--- src/common/ccd_map.svh ---
// Purpose: offsets, field positions, reset values and counts for the
//          chop and current-detect configuration block
// Assumes: 16-bit registers on a plain strobe port
// Notes:   definitions only
`ifndef CCD_MAP_SVH
`define CCD_MAP_SVH

// ============================================================
// register offsets
`define CCD_OFS_CFG      8'h06
`define CCD_OFS_THR_HI   8'h07
`define CCD_OFS_STATUS   8'h10
`define CCD_OFS_MASK     8'h11

// ============================================================
// reset values
`define CCD_CFG_RST      16'h0600
`define CCD_THR_RST      16'h0000

// ============================================================
// configuration field positions
`define CCD_DLY_HI       12
`define CCD_DLY_LO       9
`define CCD_CHOP_EN      8
`define CCD_EVERY_CH     7
`define CCD_NUM_HI       6
`define CCD_NUM_LO       4
`define CCD_LEN_HI       3
`define CCD_LEN_LO       1
`define CCD_MODE_EN      0

// ============================================================
// status and mask bits
`define CCD_ST_SETTLED   0
`define CCD_ST_DETECT    1
`define CCD_ST_WINDOW    2
`define CCD_ST_BITS      3

// ============================================================
// measurement window lengths in conversion periods
`define CCD_WIN_0        12'd128
`define CCD_WIN_1        12'd256
`define CCD_WIN_2        12'd512
`define CCD_WIN_3        12'd768
`define CCD_WIN_4        12'd1280
`define CCD_WIN_5        12'd1792
`define CCD_WIN_6        12'd2560
`define CCD_WIN_7        12'd3584

// ============================================================
// channel count and sample width
`define CCD_NUM_CH       6
`define CCD_SMP_W        24

`endif

--- src/common/ccd_pkg.sv ---
// Purpose: shared types of the chop and current-detect block
// Assumes: constants come from ccd_map.svh
// Notes:   types only
package ccd_pkg;
	// ============================================================
	// settle sequencer states
	typedef enum logic [1:0] {
		CCD_SET_IDLE,
		CCD_SET_WAIT,
		CCD_SET_DONE
	} ccd_settle_t;

	typedef logic [15:0] ccd_word_t;
	typedef logic [7:0]  ccd_addr_t;
endpackage : ccd_pkg

--- src/common/ccd_if.sv ---
// Purpose: carries samples and threshold to the compare stage and back
// Assumes: one clock domain
// Notes:   samples are packed channel 0 in the low bits
`timescale 1ns/10ps
`include "ccd_map.svh"

interface ccd_if (
	input wire logic clk,
	input wire logic rst
);
	logic [`CCD_NUM_CH*`CCD_SMP_W-1:0] samples;
	logic                              valid;
	logic [`CCD_SMP_W-1:0]             thr;
	logic                              any_hit;
	logic                              every_hit;
	logic                              hit_valid;

	modport main_mp (input clk, rst, any_hit, every_hit, hit_valid,
		output samples, valid, thr);
	modport cmp_mp (input clk, rst, samples, valid, thr,
		output any_hit, every_hit, hit_valid);
endinterface : ccd_if

--- src/design/ccd_exceed.sv ---
// Purpose: per-channel magnitude compare against the detect threshold
// Assumes: one conversion per valid strobe, all channels together
// Notes:   result appears one cycle after the valid strobe
`timescale 1ns/10ps
`include "ccd_map.svh"

module ccd_exceed (
	ccd_if.cmp_mp bus
);
	import ccd_pkg::*;

	logic [`CCD_NUM_CH-1:0] over;
	logic [`CCD_SMP_W-1:0]  thr_mag;
	logic                   any_r;
	logic                   every_r;
	logic                   hv_r;

	// magnitude of a two's-complement value; full negative maps cleanly
	function automatic logic [`CCD_SMP_W-1:0] abs24(
		input logic [`CCD_SMP_W-1:0] x
	);
		abs24 = x[`CCD_SMP_W-1] ? (~x + 24'h000001) : x;
	endfunction : abs24

	assign thr_mag = abs24(bus.thr);

	// ============================================================
	// per-channel compare
	genvar ch;
	generate
		for (ch = 0; ch < `CCD_NUM_CH; ch++) begin : g_ch
			// strictly greater magnitude
			assign over[ch] = abs24(bus.samples[ch*`CCD_SMP_W +: `CCD_SMP_W])
				> thr_mag;
		end
	endgenerate

	// register the reduced result beside its strobe
	always_ff @(posedge bus.clk) begin
		if (bus.rst) begin
			hv_r    <= 1'b0;
			any_r   <= 1'b0;
			every_r <= 1'b0;
		end else begin
			hv_r    <= bus.valid;
			any_r   <= |over;
			every_r <= &over;
		end
	end

	assign bus.hit_valid = hv_r;
	assign bus.any_hit   = any_r;
	assign bus.every_hit = every_r;
endmodule : ccd_exceed

--- src/design/ccd_chop_detect.sv ---
// Purpose: chop settle delay and current-detect counting with registers
// Assumes: mod_tick_in, chop_phase_in and sample_valid_in are one-cycle
//          pulses from logic on clock_in
// Notes:   status and mask layout is local to this block
// Notes on behaviour
// configuration register at 06h, reset value 0600h.
// software writes zeros to configuration bits 15 to 13.
// wait 2^(code+1) modulator periods, code in bits 12:9, before measuring.
// bit 8 turns global chop on; off after reset.
// bit 7 low means any channel triggers; high needs every channel.
// detection declared once exceedance count reaches 2^code, code bits 6:4.
// window length from bits 3:1: 128 up to 3584 conversions.
// bit 0 enables current-detect mode; off after reset.
// upper threshold register at 07h, reset value 0000h.
// upper threshold holds bits 23:8 of signed 24-bit threshold.
// exceed means magnitude above threshold, counted inside the window.
`timescale 1ns/10ps
`include "ccd_map.svh"

module ccd_chop_detect (
	// clock and reset
	input  wire logic                               clock_in,
	input  wire logic                               sys_rst_in,
	// register port
	input  wire ccd_pkg::ccd_addr_t                 reg_addr_in,
	input  wire ccd_pkg::ccd_word_t                 reg_wdata_in,
	input  wire logic                               reg_wr_in,
	input  wire logic                               reg_rd_in,
	output      ccd_pkg::ccd_word_t                 reg_rdata_out,
	// modulator timing
	input  wire logic                               mod_tick_in,
	input  wire logic                               chop_phase_in,
	// conversion results
	input  wire logic [`CCD_NUM_CH*`CCD_SMP_W-1:0]  sample_data_in,
	input  wire logic                               sample_valid_in,
	// status outputs
	output      logic                               chop_enable_out,
	output      logic                               measure_ok_out,
	output      logic                               detect_out,
	output      logic                               irq_out
);
	import ccd_pkg::*;

	// ============================================================
	// declarations
	ccd_word_t            cfg_r;
	ccd_word_t            thr_r;
	logic [`CCD_ST_BITS-1:0] status_r;
	logic [`CCD_ST_BITS-1:0] mask_r;
	ccd_word_t            rdata_r;
	logic                 irq_r;
	logic                 detect_r;
	logic                 chop_r;
	ccd_settle_t          settle_r;
	logic [16:0]          settle_cnt_r;
	logic [16:0]          settle_tgt;
	logic                 settle_ev;
	logic                 chop_en_d_r;
	logic                 chop_start;
	logic [11:0]          win_cnt_r;
	logic [11:0]          win_len;
	logic [7:0]           exc_cnt_r;
	logic [7:0]           exc_tgt;
	logic [7:0]           exc_nxt;
	logic                 fired_r;
	logic                 hit;
	logic                 count_en;
	logic                 win_end;
	logic                 detect_ev;
	logic [`CCD_ST_BITS-1:0] events;
	logic [`CCD_ST_BITS-1:0] w1c;

	ccd_if u_if (
		.clk (clock_in),
		.rst (sys_rst_in)
	);

	ccd_exceed u_cmp (
		.bus (u_if.cmp_mp)
	);

	// address match, used by the write and read paths
	function automatic logic addr_is(
		input ccd_addr_t a,
		input ccd_addr_t ofs
	);
		addr_is = (a == ofs);
	endfunction : addr_is

	// window length lookup
	function automatic logic [11:0] len_of(input logic [2:0] code);
		case (code)
			3'h0:    len_of = `CCD_WIN_0;
			3'h1:    len_of = `CCD_WIN_1;
			3'h2:    len_of = `CCD_WIN_2;
			3'h3:    len_of = `CCD_WIN_3;
			3'h4:    len_of = `CCD_WIN_4;
			3'h5:    len_of = `CCD_WIN_5;
			3'h6:    len_of = `CCD_WIN_6;
			default: len_of = `CCD_WIN_7;
		endcase
	endfunction : len_of

	// ============================================================
	// register writes
	// configuration store
	// reserved bits are kept as written, software owns them
	always_ff @(posedge clock_in) begin
		if (sys_rst_in) begin
			cfg_r <= `CCD_CFG_RST;
		end else if (reg_wr_in && addr_is(reg_addr_in, `CCD_OFS_CFG)) begin
			cfg_r <= reg_wdata_in;
		end
	end

	// upper threshold store
	always_ff @(posedge clock_in) begin
		if (sys_rst_in) begin
			thr_r <= `CCD_THR_RST;
		end else if (reg_wr_in && addr_is(reg_addr_in, `CCD_OFS_THR_HI)) begin
			thr_r <= reg_wdata_in;
		end
	end

	// interrupt mask
	always_ff @(posedge clock_in) begin
		if (sys_rst_in) begin
			mask_r <= '0;
		end else if (reg_wr_in && addr_is(reg_addr_in, `CCD_OFS_MASK)) begin
			mask_r <= reg_wdata_in[`CCD_ST_BITS-1:0];
		end
	end

	// sticky status, write one to clear; a new event wins over the clear
	assign w1c = (reg_wr_in && addr_is(reg_addr_in, `CCD_OFS_STATUS)) ?
		reg_wdata_in[`CCD_ST_BITS-1:0] : '0;
	assign events = {win_end, detect_ev, settle_ev};

	always_ff @(posedge clock_in) begin
		if (sys_rst_in) begin
			status_r <= '0;
		end else begin
			status_r <= (status_r & ~w1c) | events;
		end
	end

	// level interrupt, registered so the pin comes from a flop
	always_ff @(posedge clock_in) begin
		if (sys_rst_in) begin
			irq_r <= 1'b0;
		end else begin
			irq_r <= |(status_r & mask_r);
		end
	end

	// ============================================================
	// register reads: data stand only in the cycle after the strobe
	always_ff @(posedge clock_in) begin
		if (sys_rst_in || !reg_rd_in) begin
			rdata_r <= 16'h0000;
		end else if (addr_is(reg_addr_in, `CCD_OFS_CFG)) begin
			rdata_r <= cfg_r;
		end else if (addr_is(reg_addr_in, `CCD_OFS_THR_HI)) begin
			rdata_r <= thr_r;
		end else if (addr_is(reg_addr_in, `CCD_OFS_STATUS)) begin
			rdata_r <= {13'h0000, status_r};
		end else if (addr_is(reg_addr_in, `CCD_OFS_MASK)) begin
			rdata_r <= {13'h0000, mask_r};
		end else begin
			rdata_r <= 16'h0000;
		end
	end

	// ============================================================
	// chop settle sequencer
	// chop follows its enable bit
	always_ff @(posedge clock_in) begin
		if (sys_rst_in) begin
			chop_r      <= 1'b0;
			chop_en_d_r <= 1'b0;
		end else begin
			chop_r      <= cfg_r[`CCD_CHOP_EN];
			chop_en_d_r <= cfg_r[`CCD_CHOP_EN];
		end
	end

	// restart on enable and on every chop phase change
	assign chop_start = cfg_r[`CCD_CHOP_EN] &&
		(!chop_en_d_r || chop_phase_in);
	// 2^(code+1) modulator periods
	assign settle_tgt = 17'h00001 <<
		({1'b0, cfg_r[`CCD_DLY_HI:`CCD_DLY_LO]} + 5'h01);
	assign settle_ev = (settle_r == CCD_SET_WAIT) && !chop_start &&
		mod_tick_in && ((settle_cnt_r + 17'h00001) == settle_tgt);

	// count ticks until the delay has passed
	always_ff @(posedge clock_in) begin
		if (sys_rst_in) begin
			settle_r     <= CCD_SET_IDLE;
			settle_cnt_r <= 17'h00000;
		end else if (!cfg_r[`CCD_CHOP_EN]) begin
			settle_r     <= CCD_SET_IDLE;
			settle_cnt_r <= 17'h00000;
		end else if (chop_start) begin
			settle_r     <= CCD_SET_WAIT;
			settle_cnt_r <= 17'h00000;
		end else begin
			case (settle_r)
				CCD_SET_WAIT: begin
					if (settle_ev) begin
						settle_r <= CCD_SET_DONE;
					end else if (mod_tick_in) begin
						settle_cnt_r <= settle_cnt_r + 17'h00001;
					end
				end
				CCD_SET_DONE: settle_r <= CCD_SET_DONE;
				default:      settle_r <= CCD_SET_IDLE;
			endcase
		end
	end

	// measuring is free without chop, gated by settling with it
	always_ff @(posedge clock_in) begin
		if (sys_rst_in) begin
			measure_ok_out <= 1'b1;
		end else begin
			measure_ok_out <= !cfg_r[`CCD_CHOP_EN] ||
				(settle_r == CCD_SET_DONE);
		end
	end

	// ============================================================
	// current-detect counting
	// threshold is the upper sixteen bits of a 24-bit value
	assign u_if.thr     = {thr_r, 8'h00};
	assign u_if.samples = sample_data_in;
	assign u_if.valid   = sample_valid_in;

	// any or every channel
	assign hit = cfg_r[`CCD_EVERY_CH] ? u_if.every_hit : u_if.any_hit;
	assign count_en = cfg_r[`CCD_MODE_EN] && u_if.hit_valid;
	// window closes after its last conversion period
	assign win_len  = len_of(cfg_r[`CCD_LEN_HI:`CCD_LEN_LO]);
	assign win_end  = count_en && ((win_cnt_r + 12'h001) == win_len);
	// target is 2^code exceedances
	assign exc_tgt  = 8'h01 << cfg_r[`CCD_NUM_HI:`CCD_NUM_LO];
	assign exc_nxt  = exc_cnt_r + 8'h01;
	// only settled exceedances inside an open window count
	assign detect_ev = count_en && hit && measure_ok_out && !fired_r &&
		(exc_nxt == exc_tgt);

	// counters run only in detect mode
	always_ff @(posedge clock_in) begin
		if (sys_rst_in || !cfg_r[`CCD_MODE_EN]) begin
			win_cnt_r <= 12'h000;
			exc_cnt_r <= 8'h00;
			fired_r   <= 1'b0;
		end else if (win_end) begin
			win_cnt_r <= 12'h000;
			exc_cnt_r <= 8'h00;
			fired_r   <= 1'b0;
		end else if (count_en) begin
			win_cnt_r <= win_cnt_r + 12'h001;
			// one detection per window; the count stops after it
			if (hit && measure_ok_out && !fired_r) begin
				exc_cnt_r <= exc_nxt;
				fired_r   <= (exc_nxt == exc_tgt);
			end
		end
	end

	// detection pulse
	always_ff @(posedge clock_in) begin
		if (sys_rst_in) begin
			detect_r <= 1'b0;
		end else begin
			detect_r <= detect_ev;
		end
	end

	assign reg_rdata_out   = rdata_r;
	assign chop_enable_out = chop_r;
	assign detect_out      = detect_r;
	assign irq_out         = irq_r;
endmodule : ccd_chop_detect

--- config.mk ---
export PLATFORM = sky130hd
export DESIGN_NAME = ccd_chop_detect
export DESIGN_NICKNAME = d
export VERILOG_FILES = /design/src/common/ccd_pkg.sv /design/src/common/ccd_if.sv /design/src/design/ccd_exceed.sv /design/src/design/ccd_chop_detect.sv
export VERILOG_INCLUDE_DIRS = /design/src /design/src/common
export SDC_FILE = /design/constraint.sdc
export NUM_CORES = 1
export LEC_CHECK = 0
export BUFFER_PORTS_ARGS = -buffer_cell sky130_fd_sc_hd__buf_2
export CORE_MARGIN = 1.5
export CORE_UTILIZATION = 35
export DETAILED_ROUTE_END_ITERATION = 7
export SLEW_MARGIN = 20
export SYNTH_ARGS = -nofsm -noshare
export SYNTH_HDL_FRONTEND = slang
export SYNTH_SLANG_ARGS = --single-unit
--- constraint.sdc ---
create_clock -name clock_in -period 5.66 [get_ports clock_in]
set_input_delay 0.566 -clock clock_in [delete_from_list [all_inputs] [get_ports clock_in]]
set_output_delay 0.566 -clock clock_in [all_outputs]
set_load 0.02 [all_outputs]
==> summary.txt, run 1 <==
Status
  • Run status: completed

Yosys
  • Synthesized Nets: 1,525
  • Post-synth top area share: 0.207
  • Post-synth EDFFs: 0
  • Post-synth cell types: 73
  • Syn Inst Count: 1,244
  • Cell type with the largest total area after synthesis: dfxtp_1
  • Most used DFF post-synth: dfxtp_1
  • Mean post-synth cell area: 7.84 um2
  • Synthesized area: 9760 um2
  • Synth warn: 0
  • Post-synthesis sequential area ratio: 0.207
  • Post-synthesis async set-or-reset flop share: 0
  • Main area contributors after synthesis: dfxtp_1, ha_1, xnor2_1
  • Synthesized flop and latch total: 101

Place
  • Placed Area: 11,000 um2
  • Buffers on Ports: 194
  • Post-DP HPWL: 21,800 um
  • RD Place Congestion: 0.841
  • Placed cell count: 1,762

Route
  • Final WL: 28,300 um
  • Via/cell ratio: 5.36
  • DRT Pass-1 Iters: 5
  • Post-DRT Antenna Nets: 0
  • Drt initial violations: 501
  • DR vias: 9,542
  • Routed WL per cell: 15.9 um
  • DRC errors left: 0

Clock tree
  • Clock-pin slew on the worst setup and hold paths: 80 ps
  • Hold buffers post-CTS: 0
  • Clock sinks: 101
  • Postcts setup bufs: 0
  • Deepest clock path buffer count: 2
  • Post_cts resized: 0
  • Clock Latency Late Sink: 360 ps
  • Root buffer cell: clkbuf_16
  • CTS buffer count: 9
  • CTS tree: yes
  • H-tree levels: 3

Layout
  • Final #Nets: 1,682
  • Area occupied by registers: 2020 um2
  • Fill cells: 2,826
  • Post-route cell area: 11,300 um2
  • Final std cells w/o fill: 1,779
  • Area of the multi-input gates: 7450 um2
  • Area Growth Syn to Fin: 16.1%
  • Proportion of layout cells with a drive suffix above 1: 0.173

STA
  • RSZ-0062 raised after global routing: no
  • Fin Clk Skew: 13.2 ps
  • Tmin final: 4510 ps
  • Final Setup Violations: 0
  • Hold slack: 410 ps
  • Final clock period utilization by the worst path: 0.798
  • Fin Setup TNS: 0 ps
  • Count of final hold-check violations: 0
  • Worst slew margin: 0.208
  • Worst slew pin tran: 1180 ps
  • FMAX: 222 MHz
  • Final Max Slew Viols: 0

Die
  • Die footprint: 28,900 um2
  • Ports: 195
  • Starting Density: 0.359
  • Core ar.: 27,200 um2
  • Rows: 60
  • Chip height: 170 um
  • Die X: 170 um

Global routing
  • All-Layer GR Usage: 0.195
  • Initial antenna violation count: 1
  • First-pass GRT wire length: 45,000 um
  • Vias in the first global route: 8,903
  • Residual overflow from global routing: 0
  • Largest net degree at the start of global routing: 47

Setup path
  • Slowest cell on crit path: or4_4
  • Arrival @ worst endpoint: 4780 ps
  • Critical path's top delay family: simple AND/OR/NAND/NOR gates
  • Worst path bufs/invs: 1
  • CP cell instances: buf_2, nor4_1, nand2_1, or2_1, or4_4, or3_1, or3_1, o31ai_1, xnor2_1, ha_1, nand3_1, nor4_1, a21boi_0, a211oi_1, o211a_1, a21oi_1, nand2_1, nor4_1
  • Crit path max fanout: 6
  • Crit. End Element: flop
  • Crit path kind: primary input to flop
  • CP required: 5930 ps
  • Worst setup SP type: primary input
  • CP most frequent cell: nor4_1
  • CP max stage delay: 520 ps

Flow run
  • Max capacitance violation total: 0

Min path
  • Hold Crit Class: primary input to flop

Pwr
  • Power density cells: 154 nW/um2
  • P_leak: 4.28 nW
  • Peak VDD IR: 0.000139 V
cells in the mapped netlist, drive strengths merged (17+ instances only):
master    n
nand2   154
xnor2   113
ha      106
dfxtp   101
a21oi    81
nor2     79
o21ai    74
clkbuf   43
or3      42
a21o     38
xor2     37
nand4    33
nand3    32
o31ai    32
mux2i    27
nand2b   26
nor4     23
inv      17
path summary, 6_finish.rpt:
path	slack, ps	depth (start not counted)	start	endpoint
min reg2reg	450	2	fired_r$_SDFFE_PP0P_	fired_r$_SDFFE_PP0P_
min	410	2	sample_valid_in	u_cmp.bus.hit_valid$_SDFF_PP0_
max reg2reg	1220	15	thr_r[3]$_SDFFE_PP0P_	u_cmp.bus.any_hit$_SDFF_PP0_
max	1150	18	sample_data_in[124]	u_cmp.bus.every_hit$_SDFF_PP0_
layout make-up:
class / count / area share
Clock buffer: 10 / 0.0211
Multi-Input combinational cell: 1071 / 0.658
Tap cell: 372 / 0.0411
Antenna cell: 1 / 0.000221
Clock inverter: 6 / 0.00563
Timing Repair Buffer: 201 / 0.0903
Inverter: 17 / 0.00563
Sequential cell: 101 / 0.178
registers in the layout (all words and copies together) (netlist names):
signal               cells
cfg_r                   16
chop_en_d_r              1
detect_out               1
exc_cnt_r                8
fired_r                  1
irq_out                  1
mask_r                   3
measure_ok_out           1
reg_rdata_out           16
settle_cnt_r            17
settle_r                 2
status_r                 3
thr_r                   16
u_cmp.bus.any_hit        1
u_cmp.bus.every_hit      1
u_cmp.bus.hit_valid      1
win_cnt_r               12
cell families (layout without fill, tap and decap cells):
| kind of cell | Yosys count | in the layout | synth area share |
|---|---|---|---|
| simple gates | 496 | 496 | 0.270 |
| other cells | 0 | 1 | 0 |
| buf+inv | 72 | 234 | 0.0291 |
| mux | 33 | 33 | 0.0346 |
| xor+xnor | 151 | 151 | 0.137 |
| fa+ha+maj | 106 | 106 | 0.136 |
| flops | 101 | 101 | 0.207 |
| compound gates | 285 | 285 | 0.186 |
layer usage:
metal | wire length [um] | vias to the layer above | global-route usage | share of wire
met2 | 12800 | 235 | 0.328 | 0.45
met1 | 13300 | 4394 | 0.256 | 0.47
met5 | 0 | - | 0 | 0
met4 | 801 | 0 | 0.0669 | 0.028
met3 | 1440 | 43 | 0.0228 | 0.051
li1 | - | 4870 | - | -
placed cells by master (no fill, tap or decap), types with 37 or more instances in the layout:
cell	count
buf_2	194
nand2_1	154
xnor2_1	113
ha_1	106
dfxtp_1	101
a21oi_1	81
nor2_1	79
o21ai_0	73
or3_1	39
a21o_1	38
xor2_1	37
metrics by stage:
stage,util,power (mW),setup slack [ps]
3_5_place_dp,0.406,1.12,746
5_1_grt,0.417,1.85,749
4_1_cts,0.417,1.77,1140
3_3_place_gp,0.406,1.12,972
6_report,0.417,1.74,1150
2_1_floorplan,-,0.980,1320
power by group:
| part | switching [mW] | leakage, nW | internal (mW) |
|---|---|---|---|
| Clock | 0.311 | 0.146 | 0.324 |
| Combinational | 0.204 | 3.32 | 0.194 |
| Sequential | 0.00108 | 0.814 | 0.711 |
Note: power is estimated with default switching activity, not from simulation.
==> run 2, diff against run 1 <==
==> constraint.sdc (replaced) <==
create_clock -name clock_in -period 4.2 [get_ports clock_in]
set_input_delay 0.42 -clock clock_in [delete_from_list [all_inputs] [get_ports clock_in]]
set_output_delay 0.42 -clock clock_in [all_outputs]
set_load 0.02 [all_outputs]
==> run 2 against run 1 <==
Effect of this change:
- worst setup slack worse by 990 ps
- wire length is 2.1% higher
- critical path depth grew 1
- sequential share of layout area down 0.68 points
- sequential power grew 35%
- total power up 39%
- highest routed layer is now met5
- combinational power rose by 40%
- critical path type unchanged
- die area stayed put
- design area is 4.0% higher
- clock power increased by 44%
- largest cell class unchanged
==> summary.txt, run 2 (synthesis results as in run 1) <==
Status
  • Run status: completed

Setup path
  • Worst path bufs/invs: 2
  • Critical path's top delay family: simple AND/OR/NAND/NOR gates
  • CP required: 4410 ps
  • Start point of the critical path: sample_data_in[124]
  • FF-to-FF Start: thr_r[4]$_SDFFE_PP0P_
  • Crit path max fanout: 4
  • Slowest cell on crit path: or4_4
  • Worst setup SP type: primary input
  • CP max stage delay: 490 ps
  • Crit. End Element: flop
  • CP cell instances: buf_2, nor4_2, nand2_1, or2_1, or4_4, or3_4, or3_4, o31ai_4, xnor2_1, ha_1, nand3_2, nor4_4, a21boi_0, a211oi_1, o211a_1, a21oi_2, buf_4, nor4_4, a31oi_1
  • Crit path kind: primary input to flop
  • Arrival @ worst endpoint: 4250 ps

Global routing
  • Initial antenna violation count: 1
  • Residual overflow from global routing: 0
  • All-Layer GR Usage: 0.199
  • Vias in the first global route: 9,104
  • Grt met3 use: 0.0279
  • Largest net degree at the start of global routing: 47
  • First-pass GRT wire length: 45,900 um
  • Met1 Usage GRT: 0.257
  • Most used routing layer: met2
  • M2 GR Usage: 0.352

STA
  • Tmin final: 4040 ps
  • Final clock period utilization by the worst path: 0.962
  • Hold slack: 260 ps
  • Count of final hold-check violations: 0
  • FMAX: 248 MHz
  • Fin Clk Skew: 7.73 ps
  • Worst slew margin: 0.399
  • Worst slew pin tran: 902 ps
  • Final Max Slew Viols: 0
  • Final Setup Violations: 0
  • RSZ-0062 raised after global routing: yes

Die
  • Starting Density: 0.359
  • Chip height: 170 um
  • Core ar.: 27,200 um2
  • Rows: 60
  • Die X: 170 um
  • Die footprint: 28,900 um2
  • Ports: 195

Clock tree
  • H-tree levels: 3
  • Postcts setup bufs: 0
  • Clock Latency Late Sink: 360 ps
  • CTS tree: yes
  • CTS buffer count: 9
  • Clock sinks: 101
  • Hold buffers post-CTS: 0
  • Root buffer cell: clkbuf_16
  • Deepest clock path buffer count: 2
  • Clock-pin slew on the worst setup and hold paths: 80 ps

Layout
  • Area Growth Syn to Fin: 20.7%
  • Commonest non-fill, non-tap cell in the layout: buf_2
  • Post-route cell area: 11,800 um2
  • Final #Nets: 1,723
  • Max FFs per register: 17
  • Top reg by flops: settle_cnt_r
  • Commonest cells after routing, fill and taps aside: buf_2, nand2_1, xnor2_1, ha_1, dfxtp_1
  • Proportion of layout cells with a drive suffix above 1: 0.207

Route
  • DR vias: 9,638
  • DRT Pass-1 Iters: 7
  • Drt initial violations: 609
  • Final WL: 28,900 um
  • Routed WL per cell: 15.9 um
  • Post-DRT Antenna Nets: 0
  • Via/cell ratio: 5.30
  • DRC errors left: 0

Pwr
  • Peak VDD IR: 0.000185 V
  • P_leak: 4.51 nW
  • Power Total: 2.43 mW
  • Power density cells: 207 nW/um2

Place
  • Placed Area: 11,300 um2
  • Post-DP HPWL: 22,600 um
  • RD Place Congestion: 0.865
  • Buffers on Ports: 194

Flow run
  • Max capacitance violation total: 0

Min path
  • Hold Crit Class: primary input to flop
  • Hold wc startpoint: sample_valid_in
[run 2: worst reg2reg max path, cell delays in order, from the launching register on]
cell	delay [ps]
dfxtp_1	370
or4_1	610
nor4_2	190
nor2b_1	210
nand2_1	100
o21ai_0	200
xor2_1	400
ha_1	330
nand3_1	150
nor4_4	70
a21boi_0	130
a211oi_1	210
o211a_1	200
a21oi_2	40
buf_4	140
nor4_4	240
a31oi_1	120
[run 2: layer usage]
| metal | part of all wire | wire length [um] |
|---|---|---|
| met1 | 0.46 | 13300 |
| met5 | 0.00038 | 11 |
| met2 | 0.48 | 13800 |
| met4 | 0.011 | 308 |
| met3 | 0.052 | 1500 |
[run 2: what timing repair did]
item | in CTS | in global routing
pin swaps | 0 | 4
gates resized for setup | 3 | 16
setup endpoints to repair | 2 | 2
[run 2: final timing paths]
path                                                       end  slack [ps]  cells past startpoint
worst max-delay path              u_cmp.bus.any_hit$_SDFF_PP0_         160                     19
worst min-delay path            u_cmp.bus.hit_valid$_SDFF_PP0_         260                      2
worst max register to register    u_cmp.bus.any_hit$_SDFF_PP0_         340                     16
worst min register to register            fired_r$_SDFFE_PP0P_         450                      2
[run 2: per-stage QoR]
stage               utilization  worst slack [ps]  setup TNS [ps]  instances
global route              0.433             -71.5           -88.5       1819
finish                    0.433               160               0       1820
CTS                       0.430              28.4               0       1819
floorplan                     -              3.70               0       1244
detailed placement        0.417              -450            -870       1803
global placement          0.417              -218            -426       1803
[run 2: power breakdown]
group	total, mW	switching, mW	leakage (nW)	internal [mW]
Clock	0.916	0.419	0.161	0.498
Sequential	0.960	0.00136	0.814	0.959
Combinational	0.558	0.286	3.54	0.272
[run 2: layout make-up]
type	count	area (um2)
fill	2795	15400
multi-input combinational	1071	7560
sequential	101	2020
timing repair buffer	242	1330
tap	372	465
clock buffer	10	239
clock inverter	6	88.8
inverter	17	63.8
antenna	1	2.50
